**src/qsrw_pkg.sv**
```systemverilog
// Behaviour
// - Four channels, each drives active-low fault output.
// - Output held for per-channel delay after recovery.
// - Channel four faults when low monitor drops.
// - Channel four faults when high monitor exceeds.
// - Channel four combines both comparators into one.
// - Open or pulled-up select gives fixed delay.
// - Capacitor select gives programmed delay setting.
// - Output low in fault, high after delay.
// - Output stays low throughout fault and delay.
// - Either kick edge restarts the watchdog period.
// - Watchdog starts when channel one releases.
// - Watchdog expiry drives timeout output low.
// - Timeout output high while no expiry.
package qsrw_pkg;

  // ****************************************************************
  // Timing
  // ****************************************************************
  localparam int unsigned CLOCK_HZ         = 100_000_000;
  localparam int unsigned FIXED_DELAY_US   = 20_000;
  localparam int unsigned MIN_DELAY_US     = 1_400;
  localparam int unsigned WATCHDOG_MS      = 610;
  localparam int unsigned FIXED_DELAY_CYC  = FIXED_DELAY_US * (CLOCK_HZ / 1_000_000);
  localparam int unsigned MIN_DELAY_CYC    = MIN_DELAY_US * (CLOCK_HZ / 1_000_000);
  localparam int unsigned WATCHDOG_CYC     = WATCHDOG_MS * (CLOCK_HZ / 1_000);

  // ****************************************************************
  // Widths
  // ****************************************************************
  localparam int unsigned CHANNELS         = 4;
  localparam int unsigned DELAY_W          = 30;
  localparam int unsigned SYNC_STAGES      = 2;

  typedef enum logic [1:0] {
    QSRW_IDLE,
    QSRW_FAULT,
    QSRW_DELAY
  } qsrw_chan_state_t;

endpackage : qsrw_pkg

```
**src/qsrw_channel.sv**
```systemverilog
`timescale 1ns/10ps
`default_nettype none
module qsrw_channel
  import qsrw_pkg::*;
(
  input  wire logic               clock_in,
  input  wire logic               rst_n_in,
  input  wire logic               fault_in,
  input  wire logic [DELAY_W-1:0] delay_cycles_in,
  output logic                    fault_out_n
);

  qsrw_chan_state_t   state_reg;
  qsrw_chan_state_t   state_next;
  logic [DELAY_W-1:0] count_reg;
  logic [DELAY_W-1:0] count_next;
  wire                delay_done;

  assign delay_done = (count_reg >= delay_cycles_in - DELAY_W'(1));

  always_comb begin
    state_next = state_reg;
    count_next = count_reg;
    case (state_reg)
      QSRW_IDLE: begin
        if (fault_in) begin
          state_next = QSRW_FAULT;
        end
      end
      QSRW_FAULT: begin
        count_next = '0;
        if (!fault_in) begin
          state_next = QSRW_DELAY;
        end
      end
      QSRW_DELAY: begin
        if (fault_in) begin
          state_next = QSRW_FAULT;
          count_next = '0;
        end else if (delay_done) begin
          state_next = QSRW_IDLE;
        end else begin
          count_next = count_reg + DELAY_W'(1);
        end
      end
      default: begin
        state_next = QSRW_FAULT;
      end
    endcase
  end

  always_ff @(posedge clock_in or negedge rst_n_in) begin
    if (!rst_n_in) begin
      state_reg   <= QSRW_FAULT;
      count_reg   <= '0;
      fault_out_n <= 1'b0;
    end else begin
      state_reg   <= state_next;
      count_reg   <= count_next;
      fault_out_n <= (state_next == QSRW_IDLE);
    end
  end

endmodule : qsrw_channel
`default_nettype wire

```
**src/quad_supply_reset_watchdog.sv**
```systemverilog
`timescale 1ns/10ps
`default_nettype none
module quad_supply_reset_watchdog
  import qsrw_pkg::*;
(
  input  wire logic                  clock_in,
  input  wire logic                  supply_fault_out_n_in,
  input  wire logic [CHANNELS-2:0]   rail_monitor_in,
  input  wire logic                  window_low_monitor_in,
  input  wire logic                  window_high_monitor_in,
  input  wire logic                  manual_fault_request_n,
  input  wire logic                  watchdog_kick_in,
  input  wire logic [CHANNELS-1:0]   release_delay_select,
  input  wire logic [DELAY_W-1:0]    delay_setting_in [CHANNELS],
  output logic      [CHANNELS-1:0]   supply_fault_out_n,
  output logic                       watchdog_timeout_out_n
);

  // ****************************************************************
  // Reset release and input synchronisers
  // ****************************************************************
  localparam int unsigned SYNC_W = 7;
  // The manual request idles high, so its synchroniser resets high to avoid a false request.
  localparam logic [SYNC_W-1:0] SYNC_RESET = 7'h20;

  logic [1:0]        rst_sync_reg;
  wire               rst_n;
  wire  [SYNC_W-1:0] raw_inputs;
  logic [SYNC_W-1:0] meta_reg;
  logic [SYNC_W-1:0] sync_reg;

  assign rst_n = rst_sync_reg[1];

  always_ff @(posedge clock_in or negedge supply_fault_out_n_in) begin
    if (!supply_fault_out_n_in) begin
      rst_sync_reg <= 2'h0;
    end else begin
      rst_sync_reg <= {rst_sync_reg[0], 1'b1};
    end
  end

  // Input levels: in the low five bits, 1 means under or over voltage on the rail.
  assign raw_inputs = {watchdog_kick_in,
                       manual_fault_request_n,
                       window_high_monitor_in,
                       ~window_low_monitor_in,
                       ~rail_monitor_in};

  always_ff @(posedge clock_in or negedge rst_n) begin
    if (!rst_n) begin
      meta_reg <= SYNC_RESET;
      sync_reg <= SYNC_RESET;
    end else begin
      meta_reg <= raw_inputs;
      sync_reg <= meta_reg;
    end
  end

  // ****************************************************************
  // Fault decisions
  // ****************************************************************
  wire [CHANNELS-2:0] rail_low_sync;
  wire                window_low_sync;
  wire                window_high_sync;
  wire                manual_request_sync;
  wire                kick_sync;
  wire                window_fault;
  wire [CHANNELS-1:0] chan_fault;

  assign rail_low_sync       = sync_reg[2:0];
  assign window_low_sync     = sync_reg[3];
  assign window_high_sync    = sync_reg[4];
  assign manual_request_sync = ~sync_reg[5];
  assign kick_sync           = sync_reg[6];

  // Either side of the window faults the channel; no hysteresis is added here.
  assign window_fault  = window_low_sync | window_high_sync;
  assign chan_fault[0] = rail_low_sync[0] | manual_request_sync;
  assign chan_fault[1] = rail_low_sync[1];
  assign chan_fault[2] = rail_low_sync[2];
  assign chan_fault[3] = window_fault;

  // ****************************************************************
  // Channels
  // ****************************************************************
  genvar ch;
  generate
    for (ch = 0; ch < CHANNELS; ch++) begin : g_chan
      wire [DELAY_W-1:0] delay_cycles;
      wire [DELAY_W-1:0] programmed;

      // Short programmed settings are lifted to the least documented delay.
      assign programmed   = (delay_setting_in[ch] < DELAY_W'(MIN_DELAY_CYC)) ?
                            DELAY_W'(MIN_DELAY_CYC) : delay_setting_in[ch];
      assign delay_cycles = release_delay_select[ch] ? DELAY_W'(FIXED_DELAY_CYC) : programmed;

      qsrw_channel u_chan (
        .clock_in        (clock_in),
        .rst_n_in        (rst_n),
        .fault_in        (chan_fault[ch]),
        .delay_cycles_in (delay_cycles),
        .fault_out_n     (supply_fault_out_n[ch])
      );
    end
  endgenerate

  // ****************************************************************
  // Watchdog
  // ****************************************************************
  logic [DELAY_W-1:0] wd_count_reg;
  logic               kick_prev_reg;
  wire                kick_edge;
  wire                wd_expired;

  assign kick_edge  = kick_sync ^ kick_prev_reg;
  assign wd_expired = (wd_count_reg >= DELAY_W'(WATCHDOG_CYC - 1));

  always_ff @(posedge clock_in or negedge rst_n) begin
    if (!rst_n) begin
      wd_count_reg           <= '0;
      kick_prev_reg          <= 1'b0;
      watchdog_timeout_out_n <= 1'b1;
    end else begin
      kick_prev_reg <= kick_sync;
      if (!supply_fault_out_n[0] || kick_edge) begin
        wd_count_reg           <= '0;
        watchdog_timeout_out_n <= 1'b1;
      end else if (wd_expired) begin
        watchdog_timeout_out_n <= 1'b0;
      end else begin
        wd_count_reg <= wd_count_reg + DELAY_W'(1);
      end
    end
  end

endmodule : quad_supply_reset_watchdog
`default_nettype wire

```
**config.mk**
```make
export PLATFORM = sky130hd
export DESIGN_NAME = quad_supply_reset_watchdog
export DESIGN_NICKNAME = d
export VERILOG_FILES = /design/src/qsrw_pkg.sv /design/src/qsrw_channel.sv /design/src/quad_supply_reset_watchdog.sv
export SDC_FILE = /design/constraint.sdc
export NUM_CORES = 1
export LEC_CHECK = 0
export BUFFER_PORTS_ARGS = -buffer_cell sky130_fd_sc_hd__buf_4
export CORE_ASPECT_RATIO = 0.6
export CORE_MARGIN = 2
export CORE_UTILIZATION = 59
export CTS_BUF_LIST = sky130_fd_sc_hd__clkbuf_8
export CTS_CLUSTER_DIAMETER = 30
export DETAILED_ROUTE_END_ITERATION = 12
export PLACE_DENSITY = 0.87
export SLEW_MARGIN = 20
export SYNTH_ARGS = -nofsm -noshare
export SYNTH_HDL_FRONTEND = slang
export SYNTH_HIERARCHICAL = 1
export SYNTH_SLANG_ARGS = --single-unit
export TNS_END_PERCENT = 20
```
**constraint.sdc**
```tcl
create_clock -name clock_in -period 10.2 [get_ports clock_in]
set_input_delay 1.53 -clock clock_in [delete_from_list [all_inputs] [get_ports clock_in]]
set_output_delay 1.53 -clock clock_in [all_outputs]
set_load 0.01 [all_outputs]
```
==> results of run 1 <==
-- kinds of logic after synthesis --
logic type	count (synthesis)
adders and majority gates	129
buffers and inverters	140
DFF	180
muxes	12
and+or+nand+nor	983
other	1
AOI/OAI and AO/OA	414
xor gates and xnor gates	114
-- final timing paths --
path,start,endpoint,slack [ps],cells after the start
setup reg to reg,g_chan[3].u_chan/count_reg[0],g_chan[3].u_chan/count_reg[21],6660,9
hold reg to reg,rst_sync_reg[1],g_chan[3].u_chan/count_reg[6],310,0
hold / removal,rst_sync_reg[1],g_chan[3].u_chan/count_reg[6],310,0
min in group clock_in,meta_reg[2],sync_reg[2],360,0
setup / recovery,delay_setting_in[26],g_chan[3].u_chan/count_reg[21],2960,20
max in group asynchronous,rst_sync_reg[1],g_chan[2].u_chan/count_reg[1],8570,1
-- Yosys cell counts (6+ instances only) --
| library cell | instances | area, um2 |
|---|---|---|
| o211ai_1 | 49 | 368 |
| buf_6 | 6 | 67.6 |
| nand3_1 | 103 | 515 |
| a22oi_1 | 11 | 82.6 |
| buf_2 | 7 | 35.0 |
| nand2b_1 | 16 | 100 |
| clkbuf_1 | 63 | 236 |
| and2_1 | 27 | 169 |
| a211o_1 | 9 | 78.8 |
| nand4_1 | 73 | 457 |
| a21o_1 | 31 | 233 |
| nor2b_1 | 47 | 294 |
| or4_1 | 22 | 165 |
| o21ai_0 | 59 | 295 |
| ha_1 | 129 | 1610 |
| o41ai_1 | 21 | 184 |
| o21a_1 | 11 | 82.6 |
| o31ai_1 | 27 | 203 |
| a21oi_1 | 84 | 420 |
| o21ba_2 | 6 | 60.1 |
| dfrtp_1 | 173 | 4330 |
| or2_2 | 27 | 169 |
| nand2_1 | 176 | 661 |
| xnor2_1 | 77 | 674 |
| or3_1 | 43 | 269 |
| o2111ai_1 | 7 | 61.3 |
| nor3_1 | 92 | 460 |
| o311ai_0 | 9 | 78.8 |
| nor2_1 | 134 | 503 |
| inv_1 | 61 | 229 |
| dfstp_2 | 7 | 184 |
| a221o_1 | 10 | 100 |
| a211oi_1 | 6 | 45.0 |
| xor2_1 | 37 | 324 |
| nor4_1 | 65 | 407 |
| nor3b_1 | 38 | 285 |
| a211oi_2 | 6 | 75.1 |
| and4_1 | 12 | 105 |
| mux2i_1 | 12 | 120 |
| and3_1 | 47 | 294 |
| nor3_2 | 8 | 80.1 |
| a31oi_1 | 14 | 87.6 |
| nand3b_1 | 12 | 90.1 |
| a32oi_1 | 6 | 52.6 |
-- stage by stage --
stage                     setup WS [ps]  utilization  total power [uW]
final                              2960        0.654              1520
after global routing               2530        0.654              1600
after CTS                          3190        0.654              1530
after detailed placement           2650        0.639              1020
after global placement             2890        0.639              1010
after floorplan                    3640            -               923
-- layout make-up --
cell class,count,share of cell area
sequential,180,0.252
multi-input combinational,1653,0.626
timing repair buffer,145,0.0607
clock inverter,14,0.00858
clock buffer,18,0.0138
inverter,62,0.0130
tap,367,0.0256
-- worst max-delay path, delay by kind of cell --
| family | cells | cell delay (ps) |
|---|---|---|
| buf+inv | 1 | 110 |
| simple gates | 13 | 4500 |
| compound gates | 4 | 1040 |
| fa+ha+maj | 1 | 270 |
| xor+xnor | 1 | 160 |
-- report_power, final --
part	switching, uW	internal, uW	total, uW
sequential	20.2	722	742
clock	282	227	509
combinational	158	111	270
-- metal layers --
layer | track usage | up-vias | routed length [um]
li1 | - | 7660 | -
met1 | 0.451 | 7630 | 20300
met2 | 0.455 | 824 | 19000
met3 | 0.0607 | 91 | 3900
met4 | 0.0785 | 0 | 672
met5 | 0 | - | 0
==> impl_results.md, run 1 <==
* WHS at 308 ps
* # hold bufs at CTS at 0
* Xor and xnor fraction of the mapped netlist area at 0.0612
* Max frequency at 0.138 GHz
* Synth Warn # at 6
* N_diodes at 0
* Adder-Cell Fraction of Synth Area at 0.0989
* ANT nets after route at 0
* P per Cell Area at 84.8 nW/um2
* Mean Syn Cell Area at 8.27 um2
* Syn Nets at 2235
* Largest net degree at the start of global routing at 73
* Root buffer cell: clkbuf_8
* Commonest non-fill, non-tap cell in the layout: nand2_1
* Router iterations before antenna repair at 8
* Status: finished, final reports clean
* Area after DPL at 17500 um2
* TNS Setup at 0 ps
* Main combinational cell family by area after synthesis: simple AND/OR/NAND/NOR gates
* Area growth, synth to finish at 9.86%
* RSZ-0062 raised after global routing: false
* Peak supply drop at 0.0000783 V
* Placed insts at 2407
* Crit path cell chain: buf_4 -> nor4_1 -> nand4_1 -> a31oi_1 -> nor2_1 -> and2_1 -> nor4_1 -> nand2_1 -> nor3_1 -> nand4_1 -> nor3_1 -> xnor2_1 -> ha_1 -> a21oi_1 -> nor2b_1 -> o21ai_0 -> nand2b_1 -> nor3_4 -> nand2_1 -> o41ai_1
* Layout cells sized above 1 at 0.131
* Final Skew at 17.5 ps
* CTS tree: built
* Max FFs per register at 120
* DR WL/cell at 18.0 um
* Clock Latency Late Sink at 490 ps
* Post-synthesis mux area share at 0.00736
* Number of antenna violations at the first check in global routing at 0
* Fin cells at 2439
* Min-Delay Path Class: flip-flop to asynchronous set/reset pin
* Seq cells post-synth at 180
* CP Launch Type: input pin
* GRT overflow at 0
* Synthesized cell area at 16300 um2
* Rel. slew slack at 0.183
* Sink Count at 180
* GP Congestion at 0.947
* Max_cap viols at 0
* FILL cells at 2282
* CP max stage delay at 930 ps
* Actual slew at the worst max-slew pin at 1210 ps
* Synth Instances at 1973
* Via density at 6.64
* Initial Util at 0.596
* Ports at 138
* Final Hold Vio Count at 0
* Max-slew violation count at 0
* FF/Latch Area at 4520 um2
* Library cells used by synthesis at 90
* Total routed wirelength at 43900 um
* Worst-path fanout max at 27
* Critical path capture point type: flip-flop
* Global Route Usage Sum at 0.305
* Residual DRC at 0
* Reg clk slew, reported paths at 100 ps
* Multi-input logic area at 11200 um2
* Nets at 2321
* Fin area at 17900 um2
* Global-route wire length before repair at 74300 um
* Vias in the first global route at 15400
* Slowest cell on the critical path: nor3_4
* Worst endpoint required time at 10580 ps
* Die H at 133 um
* Largest buffer count on any clock path at 2
* Vias at 16200
* Most frequent cells in the layout: nand2_1 (176), dfrtp_1 (172), buf_4 (145)
* Iter 0 DRT Violations at 2052
* Crit path DAT at 7610 ps
* Setup violations, final at 0
* Asr flop ratio synth at 1.00
* Post-synth top flop: dfrtp_1
* Number of synthesized flops with an enable pin at 0
* Final min period at 7240 ps
* # Post-CTS Setup Buffers at 0
* Seq/Total Area, Yosys at 0.277
* Tcrit/Tclk final at 0.709
* PortBufs at 137
* H-tree depth at 4
* Clock buffer count from CTS at 17
* Core area at 27400 um2
* Placement Rows at 47
* Post-synthesis compound-gate area fraction at 0.181
* Simple-Gate Fraction of Synth Area at 0.339
* Die Wd at 219 um
* WS Path Type: input pin to flip-flop
* Post-DP HPWL at 32900 um
* CTS resizes at 0
* Die area at 29100 um2
* Lkg Pwr at 0.00747 uW
Power figures use the tool's default switching activity.
==> inputs of run 2 (changes only) <==
- CORE_UTILIZATION: 59 -> 57
- PLACE_DENSITY: 0.87 -> 0.88
- clock period: 10.2 -> 6 ns (I/O delays scaled with it)
==> run 2 against run 1 <==
Register-to-register slack lost 4000 ps. Critical endpoint is now g_chan[2].u_chan/count_reg[11]. Wire length up 3.4%. Design area increased by 3.6%. Non-clock buffer count up 77.
==> impl_results.md, run 2 (synthesis results as in run 1) <==
* Final Hold Vio Count at 0
* Setup WS pre-CTS at -251 ps
* Via density at 6.61
* Tcrit/Tclk final at 0.949
* Layout cells sized above 1 at 0.167
* Die area at 30000 um2
* Worst-path fanout max at 6
* Die Wd at 222 um
* Rel. slew slack at 0.251
* FF/Latch Area at 4520 um2
* Commonest non-fill, non-tap cell in the layout: buf_4
* Largest buffer count on any clock path at 2
* Worst endpoint required time at 6380 ps
* H-tree depth at 4
* Clock buffer count from CTS at 17
* Residual DRC at 0
* Reg clk slew, reported paths at 80 ps
* Max_cap viols at 0
* Lkg Pwr at 0.00788 uW
* Status: finished, final reports clean
* Min-Delay Path Class: input pin to asynchronous set/reset pin
* Setup ws final at 304 ps
* Iter 0 DRT Violations at 2165
* Largest net degree at the start of global routing at 71
* FILL cells at 2252
* Slowest cell on the critical path: or4_4
* TNS Setup at 0 ps
* ANT nets after route at 0
* Total routed wirelength at 45400 um
* Final Power at 2580 uW
* Cell family with most CP delay: simple AND/OR/NAND/NOR gates
* Worst path bufs/invs at 1
* Router iterations before antenna repair at 6
* Final min period at 5700 ps
* Final Skew at 14.6 ps
* Die H at 135 um
* Crit path cell chain: buf_4 -> nor4_1 -> and3_1 -> and3_1 -> nor3b_1 -> nor4_2 -> nand2_1 -> or4_4 -> or4_4 -> o31a_1 -> nor2_1 -> ha_1 -> a21o_1 -> a21o_1 -> a221o_1 -> o21ai_2 -> nand3_1 -> or3_1 -> o31ai_1
* CP max stage delay at 570 ps
* CTS tree: built
* CP Launch Type: input pin
* Global Route Usage Sum at 0.302
* Sink Count at 180
* Placed insts at 2483
* N_diodes at 0
* Root buffer cell: clkbuf_8
* Post-DP HPWL at 34300 um
* GP Congestion at 0.943
* Peak supply drop at 0.000113 V
* Global-route wire length before repair at 75900 um
* Vias in the first global route at 15800
* Final Util at 0.666
* Max FFs per register at 120
* Clock Latency Late Sink at 490 ps
* Nets at 2398
* Placement Rows at 47
* Critical path capture point type: flip-flop
* GRT overflow at 0
* Area growth, synth to finish at 13.8%
* Max-slew violation count at 0
* Setup violations, final at 0
* WS Path Type: input pin to flip-flop
* Most frequent cells in the layout: buf_4 (221), nand2_1 (176), dfrtp_1 (172)
* Multi-input logic area at 11300 um2
* Fin cells at 2516
* Vias at 16600
* Number of antenna violations at the first check in global routing at 0
* Max frequency at 0.176 GHz
* RSZ-0062 raised after global routing: false
* Ports at 138
* Initial Util at 0.586
* P per Cell Area at 139 nW/um2
* Actual slew at the worst max-slew pin at 1120 ps
* Core area at 27900 um2
* PortBufs at 137
* DR WL/cell at 18.1 um
* Crit path DAT at 6080 ps
==> run 2: path summary, 6_finish.rpt <==
kind	startpoint	to	slack [ps]	cells after the start
worst min-delay path	supply_fault_out_n_in	rst_sync_reg[1]	180	1
worst max register to register	g_chan[1].u_chan/count_reg[1]	g_chan[1].u_chan/count_reg[26]	2690	8
max in group asynchronous	rst_sync_reg[1]	g_chan[0].u_chan/count_reg[29]	4130	1
min in group clock_in	rst_sync_reg[0]	rst_sync_reg[1]	360	0
worst max-delay path	delay_setting_in[58]	g_chan[2].u_chan/count_reg[11]	300	19
worst min register to register	rst_sync_reg[0]	rst_sync_reg[1]	360	0
==> run 2: layout make-up <==
| cell class | instances | share of cell area |
|---|---|---|
| Tap cell | 367 | 0.0247 |
| Timing Repair Buffer | 222 | 0.0904 |
| Multi-Input combinational cell | 1653 | 0.608 |
| Clock inverter | 11 | 0.00552 |
| Clock buffer | 21 | 0.0156 |
| Sequential cell | 180 | 0.243 |
| Inverter | 62 | 0.0125 |
==> run 2: timing repair <==
| action | 4_1_cts | 5_1_grt |
|---|---|---|
| gates resized for setup | 0 | 11 |
| buffers inserted | 0 | 1 |
| setup endpoints to repair | 0 | 51 |
| hold buffers | 0 | 0 |
==> run 2: per-stage QoR <==
stage | cell area, um2 | hold WS, ps
CTS | 18500 | 154
finish | 18600 | 185
detailed placement | 18100 | 337
global route | 18600 | 141
global placement | 18100 | 335
floorplan | 16300 | 331
==> run 2: where the power goes <==
part / internal (uW) / switching, uW
Combinational: 204 / 272
Sequential: 1230 / 39.6
Clock: 373 / 465
==> run 2: routing by layer <==
metal  track usage  vias up  share of wire  routed length [um]
met5             0        -              0                   0
met4        0.0593        0          0.013                 569
met3        0.0527       85          0.084                3810
met2         0.477      817           0.44               20200
met1         0.436     7921           0.46               20900
li1              -     7800              -                   -
